File: src/design/wmc_pkg.sv
package wmc_pkg;

    // ********
    // Word layout
    // ********
    localparam int          CW            = 14;
    localparam logic [13:0] ERASED_WORD   = 14'h3fff;
    localparam logic [13:0] WD_UNIMP_MASK = 14'h0080;
    localparam logic [13:0] MEM_UNIMP_MASK = 14'h1460;
    localparam logic [13:0] MEM_STICKY_MASK = 14'h0b98;

    localparam int WD_CLK_LSB  = 11;
    localparam int WD_WIN_LSB  = 8;
    localparam int WD_MODE_LSB = 5;
    localparam int WD_PER_LSB  = 0;

    localparam int MEM_LVP_BIT    = 13;
    localparam int MEM_SAFWP_BIT  = 11;
    localparam int MEM_CFGWP_BIT  = 9;
    localparam int MEM_BOOTWP_BIT = 8;
    localparam int MEM_APPWP_BIT  = 7;
    localparam int MEM_STORAGE_AREA_ENABLE_N_BIT  = 4;
    localparam int MEM_BOOT_BLOCK_ENABLE_N_BIT   = 3;
    localparam int MEM_BBSZ_LSB   = 0;

    // ********
    // Field codes
    // ********
    localparam logic [2:0] CLK_MID_CODE  = 3'h0;
    localparam logic [2:0] CLK_LOW_CODE  = 3'h1;
    localparam logic [2:0] CLK_SOFT_CODE = 3'h7;
    localparam logic [2:0] WIN_OPEN      = 3'h7;
    localparam logic [2:0] WIN_OPEN_ALT  = 3'h6;
    localparam logic [1:0] MODE_ALWAYS   = 2'h3;
    localparam logic [1:0] MODE_AWAKE    = 2'h2;
    localparam logic [1:0] MODE_SOFT     = 2'h1;
    localparam logic [1:0] MODE_OFF      = 2'h0;
    localparam logic [4:0] PER_ERASED    = 5'h1f;
    localparam logic [4:0] PER_ERASED_POR = 5'h0b;
    localparam logic [4:0] PER_MAX       = 5'h12;
    localparam logic [4:0] PER_BASE_EXP  = 5'h05;
    localparam logic [2:0] BB_SMALL_CODE = 3'h7;
    localparam logic [15:0] BB_SMALL_WORDS = 16'h0200;
    localparam logic [15:0] BB_LARGE_WORDS = 16'h0400;

    // ********
    // Register map
    // ********
    localparam logic [3:0] ADDR_WD_WORD  = 4'h0;
    localparam logic [3:0] ADDR_MEM_WORD = 4'h1;
    localparam logic [3:0] ADDR_WD_CTRL  = 4'h2;
    localparam logic [3:0] ADDR_STATUS   = 4'h3;

    localparam int CTRL_SWEN_BIT = 0;
    localparam int CTRL_CLK_LSB  = 1;
    localparam int CTRL_WIN_LSB  = 4;
    localparam int CTRL_PER_LSB  = 7;
    localparam logic       CTRL_SWEN_RST = 1'b0;
    localparam logic [2:0] CTRL_CLK_RST  = 3'h0;

    // ********
    // Types
    // ********
    typedef enum logic [1:0] {
        WMC_CLK_MID,
        WMC_CLK_LOW,
        WMC_CLK_RSVD
    } wmc_clk_src_t;

    typedef struct packed {
        wmc_clk_src_t clkSrc;
        logic [2:0]   windowValue;
        logic [2:0]   closedEighths;
        logic         windowSwCtrl;
        logic         keyedAccess;
        logic [4:0]   periodValue;
        logic [4:0]   divExp;
        logic         periodSwCtrl;
        logic         running;
    } wmc_wd_cfg_t;

    typedef struct packed {
        logic        lowVoltProg;
        logic        resetIsMaster;
        logic        safEnabled;
        logic        bootEnabled;
        logic [15:0] bootSize;
        logic [15:0] bootLast;
        logic        safBlock;
        logic        cfgBlock;
        logic        bootBlock;
        logic        appBlock;
    } wmc_part_t;

endpackage

File: src/design/wmc_config_decode.sv
`timescale 1ns/10ps
module wmc_config_decode #(
    parameter int          DW        = 16,
    parameter logic [15:0] PROG_WORDS = 16'h0800,
    parameter logic [15:0] SAF_WORDS  = 16'h0080
) (
    // Clock and reset
    input  wire logic                 clk,
    input  wire logic                 rst,
    // Nonvolatile words and erase
    input  wire logic [13:0]          nvWdWord,
    input  wire logic [13:0]          nvMemWord,
    input  wire logic                 bulkErase,
    // Core and pin state
    input  wire logic                 lvpActivePin,
    input  wire logic                 sleep,
    input  wire logic                 resetPinEnable,
    // Register port
    input  wire logic [3:0]           busAddr,
    input  wire logic [DW-1:0]        busWrData,
    input  wire logic                 busWr,
    input  wire logic                 busRd,
    output logic      [DW-1:0]        busRdData,
    // Self-write check
    input  wire logic                 nvmWrReq,
    input  wire logic [15:0]          nvmWrAddr,
    output logic                      nvmWrAllow,
    // Decoded settings
    output wmc_pkg::wmc_wd_cfg_t      wdCfg,
    output wmc_pkg::wmc_part_t        partCfg
);

    // ********
    // Declarations
    // ********
    logic                 loadPending;
    logic                 initPending;
    logic [13:0]          wdImage;
    logic [13:0]          wdSnap;
    logic [13:0]          memImage;
    logic [13:0]          memSnap;
    logic                 wdWrEn;
    logic                 memWrEn;
    logic [13:0]          next_wdWord;
    logic [13:0]          next_memWord;
    logic                 lvpMeta;
    logic                 lvpS2;
    logic                 lvpS3;
    logic                 lvpActive;
    logic                 ctrlSwEn;
    logic [2:0]           ctrlClk;
    logic [2:0]           ctrlWin;
    logic [4:0]           ctrlPer;
    logic [2:0]           clkCode;
    logic [2:0]           winCfg;
    logic                 winSw;
    logic [2:0]           winPor;
    logic [4:0]           perCfg;
    logic                 perSw;
    logic [4:0]           perPor;
    logic [15:0]          bootWords;
    logic                 bootEn;
    logic                 storage_area_enable_n;
    logic                 inBoot;
    logic                 inSaf;
    logic                 inCfg;
    logic                 inApp;
    wmc_pkg::wmc_wd_cfg_t next_wdCfg;
    wmc_pkg::wmc_part_t   next_partCfg;

    // ********
    // Capture sequencing after reset release
    // ********
    always_ff @(posedge clk or posedge rst) begin
        if (rst) begin
            loadPending <= 1'b1;
            initPending <= 1'b0;
        end else begin
            loadPending <= 1'b0;
            initPending <= loadPending;
        end
    end

    // ********
    // Stored words
    // ********
    wmc_cfg_cell #(
        .W (wmc_pkg::CW)
    ) u_wd_cell (
        .clk      (clk),
        .rst      (rst),
        .load     (loadPending),
        .erase    (bulkErase),
        .wrEn     (wdWrEn),
        .nvWord   (nvWdWord | wmc_pkg::WD_UNIMP_MASK),
        .wrData   (next_wdWord),
        .image    (wdImage),
        .snapshot (wdSnap)
    );

    wmc_cfg_cell #(
        .W (wmc_pkg::CW)
    ) u_mem_cell (
        .clk      (clk),
        .rst      (rst),
        .load     (loadPending),
        .erase    (bulkErase),
        .wrEn     (memWrEn),
        .nvWord   (nvMemWord | wmc_pkg::MEM_UNIMP_MASK),
        .wrData   (next_memWord),
        .image    (memImage),
        .snapshot (memSnap)
    );

    // ********
    // Programming interface synchroniser
    // ********
    always_ff @(posedge clk or posedge rst) begin
        if (rst) begin
            lvpMeta <= 1'b0;
            lvpS2   <= 1'b0;
            lvpS3   <= 1'b0;
        end else begin
            lvpMeta <= lvpActivePin;
            lvpS2   <= lvpMeta;
            lvpS3   <= lvpS2;
        end
    end

    always_ff @(posedge clk or posedge rst) begin
        if (rst) begin
            lvpActive <= 1'b0;
        end else if (lvpS2 == lvpS3) begin
            lvpActive <= lvpS3;
        end
    end

    // ********
    // Configuration word writes
    // ********
    assign wdWrEn  = busWr && (busAddr == wmc_pkg::ADDR_WD_WORD)
                     && !next_partCfg.cfgBlock;
    assign memWrEn = busWr && (busAddr == wmc_pkg::ADDR_MEM_WORD)
                     && !next_partCfg.cfgBlock;

    always_comb begin
        next_wdWord = busWrData[13:0] | wmc_pkg::WD_UNIMP_MASK;
    end

    always_comb begin
        next_memWord = (busWrData[13:0] & ~wmc_pkg::MEM_STICKY_MASK)
                     | (busWrData[13:0] & memImage & wmc_pkg::MEM_STICKY_MASK);
        if (lvpActive && memImage[wmc_pkg::MEM_LVP_BIT]) begin
            next_memWord[wmc_pkg::MEM_LVP_BIT] = 1'b1;
        end
        if (!memImage[wmc_pkg::MEM_BOOT_BLOCK_ENABLE_N_BIT]) begin
            next_memWord[wmc_pkg::MEM_BBSZ_LSB +: 3] =
                memImage[wmc_pkg::MEM_BBSZ_LSB +: 3];
        end
        next_memWord = next_memWord | wmc_pkg::MEM_UNIMP_MASK;
    end

    // ********
    // Watchdog control register
    // ********
    always_ff @(posedge clk or posedge rst) begin
        if (rst) begin
            ctrlSwEn <= wmc_pkg::CTRL_SWEN_RST;
            ctrlClk  <= wmc_pkg::CTRL_CLK_RST;
        end else if (busWr && busAddr == wmc_pkg::ADDR_WD_CTRL) begin
            ctrlSwEn <= busWrData[wmc_pkg::CTRL_SWEN_BIT];
            ctrlClk  <= busWrData[wmc_pkg::CTRL_CLK_LSB +: 3];
        end
    end

    always_ff @(posedge clk or posedge rst) begin
        if (rst) begin
            ctrlWin <= wmc_pkg::WIN_OPEN;
        end else if (initPending) begin
            ctrlWin <= winPor;
        end else if (busWr && busAddr == wmc_pkg::ADDR_WD_CTRL && winSw) begin
            ctrlWin <= busWrData[wmc_pkg::CTRL_WIN_LSB +: 3];
        end
    end

    always_ff @(posedge clk or posedge rst) begin
        if (rst) begin
            ctrlPer <= wmc_pkg::PER_ERASED_POR;
        end else if (initPending) begin
            ctrlPer <= perPor;
        end else if (busWr && busAddr == wmc_pkg::ADDR_WD_CTRL && perSw) begin
            ctrlPer <= busWrData[wmc_pkg::CTRL_PER_LSB +: 5];
        end
    end

    // ********
    // Watchdog decode
    // ********
    always_comb begin
        winCfg = wdSnap[wmc_pkg::WD_WIN_LSB +: 3];
        winSw  = (winCfg == wmc_pkg::WIN_OPEN) || (winCfg == wmc_pkg::WIN_OPEN_ALT);
        winPor = winSw ? wmc_pkg::WIN_OPEN : winCfg;
        perCfg = wdSnap[wmc_pkg::WD_PER_LSB +: 5];
        perSw  = (perCfg == wmc_pkg::PER_ERASED);
        perPor = perSw ? wmc_pkg::PER_ERASED_POR : perCfg;
        clkCode = wdSnap[wmc_pkg::WD_CLK_LSB +: 3];
        if (clkCode == wmc_pkg::CLK_SOFT_CODE) begin
            clkCode = ctrlClk;
        end
    end

    always_comb begin
        next_wdCfg = '0;
        if (clkCode == wmc_pkg::CLK_LOW_CODE) begin
            next_wdCfg.clkSrc = wmc_pkg::WMC_CLK_LOW;
        end else if (clkCode == wmc_pkg::CLK_MID_CODE) begin
            next_wdCfg.clkSrc = wmc_pkg::WMC_CLK_MID;
        end else begin
            next_wdCfg.clkSrc = wmc_pkg::WMC_CLK_RSVD;
        end
        next_wdCfg.windowValue  = ctrlWin;
        next_wdCfg.windowSwCtrl = winSw;
        next_wdCfg.keyedAccess  = !winSw;
        if (ctrlWin >= wmc_pkg::WIN_OPEN_ALT) begin
            next_wdCfg.closedEighths = 3'h0;
        end else begin
            next_wdCfg.closedEighths = wmc_pkg::WIN_OPEN - ctrlWin;
        end
        next_wdCfg.periodValue  = ctrlPer;
        next_wdCfg.periodSwCtrl = perSw;
        if (ctrlPer <= wmc_pkg::PER_MAX) begin
            next_wdCfg.divExp = ctrlPer + wmc_pkg::PER_BASE_EXP;
        end else begin
            next_wdCfg.divExp = wmc_pkg::PER_BASE_EXP;
        end
        unique case (wdSnap[wmc_pkg::WD_MODE_LSB +: 2])
            wmc_pkg::MODE_ALWAYS: next_wdCfg.running = 1'b1;
            wmc_pkg::MODE_AWAKE:  next_wdCfg.running = !sleep;
            wmc_pkg::MODE_SOFT:   next_wdCfg.running = ctrlSwEn;
            wmc_pkg::MODE_OFF:    next_wdCfg.running = 1'b0;
        endcase
    end

    // ********
    // Partition decode
    // ********
    always_comb begin
        bootEn = !memSnap[wmc_pkg::MEM_BOOT_BLOCK_ENABLE_N_BIT];
        storage_area_enable_n  = !memSnap[wmc_pkg::MEM_STORAGE_AREA_ENABLE_N_BIT];
        if (!bootEn) begin
            bootWords = 16'h0000;
        end else if (memSnap[wmc_pkg::MEM_BBSZ_LSB +: 3] == wmc_pkg::BB_SMALL_CODE) begin
            bootWords = wmc_pkg::BB_SMALL_WORDS;
        end else begin
            bootWords = wmc_pkg::BB_LARGE_WORDS;
        end
        if (bootWords > (PROG_WORDS >> 1)) begin
            bootWords = PROG_WORDS >> 1;
        end
    end

    always_comb begin
        next_partCfg = '0;
        next_partCfg.lowVoltProg   = memSnap[wmc_pkg::MEM_LVP_BIT];
        next_partCfg.resetIsMaster = memSnap[wmc_pkg::MEM_LVP_BIT] || resetPinEnable;
        next_partCfg.safEnabled    = storage_area_enable_n;
        next_partCfg.bootEnabled   = bootEn;
        next_partCfg.bootSize      = bootWords;
        next_partCfg.bootLast      = bootEn ? bootWords - 16'h0001 : 16'h0000;
        next_partCfg.safBlock  = storage_area_enable_n && !memSnap[wmc_pkg::MEM_SAFWP_BIT];
        next_partCfg.cfgBlock  = !memSnap[wmc_pkg::MEM_CFGWP_BIT];
        next_partCfg.bootBlock = bootEn && !memSnap[wmc_pkg::MEM_BOOTWP_BIT];
        next_partCfg.appBlock  = !memSnap[wmc_pkg::MEM_APPWP_BIT];
    end

    always_ff @(posedge clk or posedge rst) begin
        if (rst) begin
            wdCfg   <= '0;
            partCfg <= '0;
        end else begin
            wdCfg   <= next_wdCfg;
            partCfg <= next_partCfg;
        end
    end

    // ********
    // Self-write region check
    // ********
    always_comb begin
        inCfg  = nvmWrAddr[15];
        inBoot = !inCfg && partCfg.bootEnabled && (nvmWrAddr < partCfg.bootSize);
        inSaf  = !inCfg && partCfg.safEnabled && (nvmWrAddr < PROG_WORDS)
                 && (nvmWrAddr >= PROG_WORDS - SAF_WORDS);
        inApp  = !inCfg && !inBoot && !inSaf && (nvmWrAddr < PROG_WORDS);
    end

    always_comb begin
        nvmWrAllow = 1'b0;
        if (nvmWrReq) begin
            if (inCfg) begin
                nvmWrAllow = !partCfg.cfgBlock;
            end else if (inBoot) begin
                nvmWrAllow = !partCfg.bootBlock;
            end else if (inSaf) begin
                nvmWrAllow = !partCfg.safBlock;
            end else if (inApp) begin
                nvmWrAllow = !partCfg.appBlock;
            end
        end
    end

    // ********
    // Register reads
    // ********
    always_ff @(posedge clk or posedge rst) begin
        if (rst) begin
            busRdData <= '0;
        end else begin
            busRdData <= '0;
            if (busRd) begin
                unique case (busAddr)
                    wmc_pkg::ADDR_WD_WORD: begin
                        busRdData[13:0] <= wdImage | wmc_pkg::WD_UNIMP_MASK;
                    end
                    wmc_pkg::ADDR_MEM_WORD: begin
                        busRdData[13:0] <= memImage | wmc_pkg::MEM_UNIMP_MASK;
                    end
                    wmc_pkg::ADDR_WD_CTRL: begin
                        busRdData[wmc_pkg::CTRL_SWEN_BIT]     <= ctrlSwEn;
                        busRdData[wmc_pkg::CTRL_CLK_LSB +: 3] <= ctrlClk;
                        busRdData[wmc_pkg::CTRL_WIN_LSB +: 3] <= ctrlWin;
                        busRdData[wmc_pkg::CTRL_PER_LSB +: 5] <= ctrlPer;
                    end
                    wmc_pkg::ADDR_STATUS: begin
                        busRdData[0] <= wdCfg.running;
                        busRdData[1] <= lvpActive;
                        busRdData[2] <= partCfg.cfgBlock;
                        busRdData[3] <= wdCfg.keyedAccess;
                        busRdData[4] <= wdCfg.windowSwCtrl;
                        busRdData[5] <= wdCfg.periodSwCtrl;
                        busRdData[6] <= partCfg.bootEnabled;
                        busRdData[7] <= partCfg.safEnabled;
                    end
                    default: begin
                        busRdData <= '0;
                    end
                endcase
            end
        end
    end

endmodule

File: src/design/wmc_cfg_cell.sv
`timescale 1ns/10ps
module wmc_cfg_cell #(
    parameter int W = 14
) (
    // Clock and reset
    input  wire logic         clk,
    input  wire logic         rst,
    // Capture, erase and update
    input  wire logic         load,
    input  wire logic         erase,
    input  wire logic         wrEn,
    input  wire logic [W-1:0] nvWord,
    input  wire logic [W-1:0] wrData,
    // Stored words
    output logic      [W-1:0] image,
    output logic      [W-1:0] snapshot
);

    // ********
    // Stored image, changed by writes and erase
    // ********
    always_ff @(posedge clk or posedge rst) begin
        if (rst) begin
            image <= '1;
        end else if (load || erase) begin
            image <= erase ? '1 : nvWord;
        end else if (wrEn) begin
            image <= wrData;
        end
    end

    // ********
    // Snapshot, held until the next reset
    // ********
    always_ff @(posedge clk or posedge rst) begin
        if (rst) begin
            snapshot <= '1;
        end else if (load) begin
            snapshot <= nvWord;
        end
    end

endmodule

File: config.mk
export PLATFORM = sky130hd
export DESIGN_NAME = wmc_config_decode
export DESIGN_NICKNAME = d
export VERILOG_FILES = /design/src/design/wmc_pkg.sv /design/src/design/wmc_config_decode.sv /design/src/design/wmc_cfg_cell.sv
export SDC_FILE = /design/constraint.sdc
export NUM_CORES = 1
export LEC_CHECK = 0
export BUFFER_PORTS_ARGS = -buffer_cell sky130_fd_sc_hd__buf_2
export CAP_MARGIN = 20
export CORE_AREA = 2 2 103 105
export CTS_CLUSTER_SIZE = 20
export DETAILED_ROUTE_END_ITERATION = 16
export DIE_AREA = 0 0 105 107
export MAX_ROUTING_LAYER = met4
export PLACE_DENSITY = 0.87
export SETUP_SLACK_MARGIN = 0.05
export SLEW_MARGIN = 20
export SYNTH_ARGS = -nofsm -noshare
export SYNTH_HDL_FRONTEND = slang
export SYNTH_SLANG_ARGS = --single-unit
File: constraint.sdc
create_clock -name clk -period 3.7 [get_ports clk]
set_input_delay 0.185 -clock clk [delete_from_list [all_inputs] [get_ports clk]]
set_output_delay 0.185 -clock clk [all_outputs]
set_load 0.03 [all_outputs]
==> impl_metrics.yaml <==
run_status:
  status: "finished clean"
final_layout:
  final_cell_mix: "121 x buf_2, 59 x dfrtp_1, 53 x dfstp_2"
  final_cells: 679
  final_net_count: 615
  antenna_cells: 0
  final_common_cell: "buf_2"
  drive_gt1_frac: 0.411
  area_growth_pct: 14.6
placed_design:
  pre_cts_ws_ps: 1300
  post-place-cells: 659
  port_buffers: 121
  hpwlAfterDp_mm: 8.44
  gp_congestion: 0.893
floorplan:
  ioPinCount: 152
  die_w_um: 105
  core.rowCount: 37
  die-area_sq_um: 11200
  coreArea_sq_um: 10100
  die_y_um: 107
  start_util: 0.496
timing:
  hold_viol: 0
  fmax_ghz: 0.405
  finClkSkew_ps: 12.0
  drv_slew: 0
  setup_slack_ps: 1230
  worst_pin_slew_ps: 1050
  worst_hold_slack_ps: 52.4
  setup_viol: 0
  setup_tns_ps: 0
  finalCritPeriodShare: 0.667
  fin_crit_ps: 2470
  grt_setup_unrepaired: "false"
  slew-limit-headroom: 0.302
yosys:
  async_flop_share: 1.00
  netlist_area_sq_um: 5010
  synth_top_flop_cell: "dfrtp_1"
  syn_inst: 437
  ys_seq_elements: 112
  ys_types: 55
  yosysWarnings: 0
  yosysSeqAreaShare: 0.573
  syn_area_per_cell_sq_um: 11.5
  synth_edf_count: 0
worst_setup_path:
  critPathLaunch: "loadPending$_DFF_PP1_"
  cp.arrival_ps: 2760
  critPathLaunchType: "flip-flop"
  crit_end: "u_mem_cell.image[11]$_DFFE_PP1P_"
  rr_startpoint: "loadPending$_DFF_PP1_"
  setup.worst_path.end_class: "flip-flop"
  required_ps: 4000
  rrSetupSlack_ps: 1230
  worstPathMaxFanout: 57
  r2r_cells: 3
  r2r_end: "u_mem_cell.image[11]$_DFFE_PP1P_"
  critPathKind: "flip-flop to flip-flop"
global_route:
  grtUsageTotal: 0.212
  grt_max_degree: 85
  first_global_vias: 3525
  grt_pass1_wl_mm: 17.8
  grt_overflow: 0
  antenna_found_initial: 0
route:
  drc: 0
  post_drt_wl_per_cell_um: 16.9
  vias_per_cell: 5.37
  via_count: 3646
  drt_iter0_drc: 289
  drt_pass1_iterations: 5
  ant_nets: 0
  wl_mm: 11.5
power_and_ir_drop:
  report.power.total_uw: 2630
  ir_drop_mv: 0.193
  p_leak_uw: 0.00269
  pwr_density_cell_nw_per_um2: 458
job:
  maxCapViolCount: 0
clocking:
  cts.sinks: 112
  post_cts_resized: 0
  clock_latency_ps: 370
  root_buffer: "clkbuf_8"
  numCtsBuffers: 9
  clkSlewWorstSetupHoldPaths_ps: 100
  cts.path.max_buffers: 2
  htreeDepth: 3
  cts_tree: "yes"
hold_path:
  hold_class: "primary input to flip-flop"
==> metrics by stage <==
step	utilization	instance area, sq um
6_report	0.569	5740
5_1_grt	0.569	5740
4_1_cts	0.567	5730
3_5_place_dp	0.548	5530
3_3_place_gp	0.548	5530
2_1_floorplan	-	5070
==> what timing repair did <==
action / in CTS / in global routing
hold buffers: 3 / 0
endpoints found under the hold margin: 3 / 0
buffers inserted: 0 / 0
==> sequential cells by signal, summed over array words and instances (netlist names), 5 cells and up <==
register,flops
wdCfg,22
busRdData,14
u_wd_cell.image,13
u_wd_cell.snapshot,13
partCfg,12
u_mem_cell.image,10
u_mem_cell.snapshot,10
ctrlPer,5
==> worst max-delay path, stage by stage, from the launching register on <==
cell,delay (ps)
dfstp_2,1220
clkinv_1,590
o211a_1,290
a211o_1,280
==> layout make-up <==
class                   instances  area, sq um
clock inverters                 3         18.8
inverters                      24         92.6
flip-flops and latches        112         2870
repair buffers                127          662
fillers                       854         4350
well taps                     136          170
multi-input cells             264         1780
clock buffers                  13          149
==> Yosys cell counts, types with 2 or more instances <==
cell type | number | area (sq um)
inv_1 | 23 | 86.3
o21ai_0 | 17 | 85.1
nand3b_1 | 5 | 37.5
and3_1 | 2 | 12.5
o22a_1 | 3 | 26.3
nor4_1 | 15 | 93.8
mux2i_1 | 19 | 190
a221oi_2 | 6 | 90.1
a211o_1 | 3 | 26.3
a221oi_1 | 7 | 61.3
nand2_1 | 25 | 93.8
mux2_2 | 19 | 214
nor2_1 | 38 | 143
nand3_1 | 4 | 20.0
buf_4 | 32 | 240
nand2b_1 | 2 | 12.5
buf_2 | 5 | 25.0
dfrtp_1 | 59 | 1480
a211oi_1 | 3 | 22.5
o211a_1 | 2 | 20.0
o211ai_1 | 5 | 37.5
nor2b_1 | 5 | 31.3
nor3_1 | 18 | 90.1
a31oi_1 | 3 | 18.8
nor3b_1 | 2 | 15.0
mux4_2 | 2 | 45.0
dfstp_2 | 53 | 1390
and2_1 | 2 | 12.5
nand4_1 | 2 | 12.5
ha_1 | 4 | 50.1
a21oi_1 | 15 | 75.1
clkbuf_1 | 14 | 52.6
==> worst min path at each step <==
stage	from	endpoint	slack (ps)	cells past startpoint
after detailed placement	lvpActivePin	lvpMeta$_DFF_PP0_	300	1
final	nvWdWord[10]	u_wd_cell.snapshot[10]$_DFFE_PP1P_	50	2
after global placement	lvpActivePin	lvpMeta$_DFF_PP0_	290	1
after global routing	nvWdWord[10]	u_wd_cell.snapshot[10]$_DFFE_PP1P_	50	2
after floorplan	lvpActivePin	lvpMeta$_DFF_PP0_	220	0
after CTS	nvWdWord[10]	u_wd_cell.snapshot[10]$_DFFE_PP1P_	40	2
==> per-layer routing <==
metal | global-route usage | up-vias | share of wire
li1 | - | 1692 | -
met5 | - | - | 0
met1 | 0.269 | 1783 | 0.41
met4 | 0.0829 | 0 | 0.025
met2 | 0.338 | 151 | 0.49
met3 | 0.0444 | 20 | 0.076
==> power breakdown <==
part / switching, uW / internal (uW)
Sequential: 92.1 / 1380
Combinational: 338 / 172
Clock: 383 / 264
Total: 813 / 1810
==> cell families after synthesis <==
| kind of cell | synth area share |
|---|---|
| fa+ha+maj | 0.0120 |
| buf+inv | 0.0844 |
| compound gates | 0.113 |
| other cells | 0.000749 |
| mux | 0.0897 |
| simple gates | 0.127 |
| flops | 0.573 |
Power figures use the tool's default switching activity.
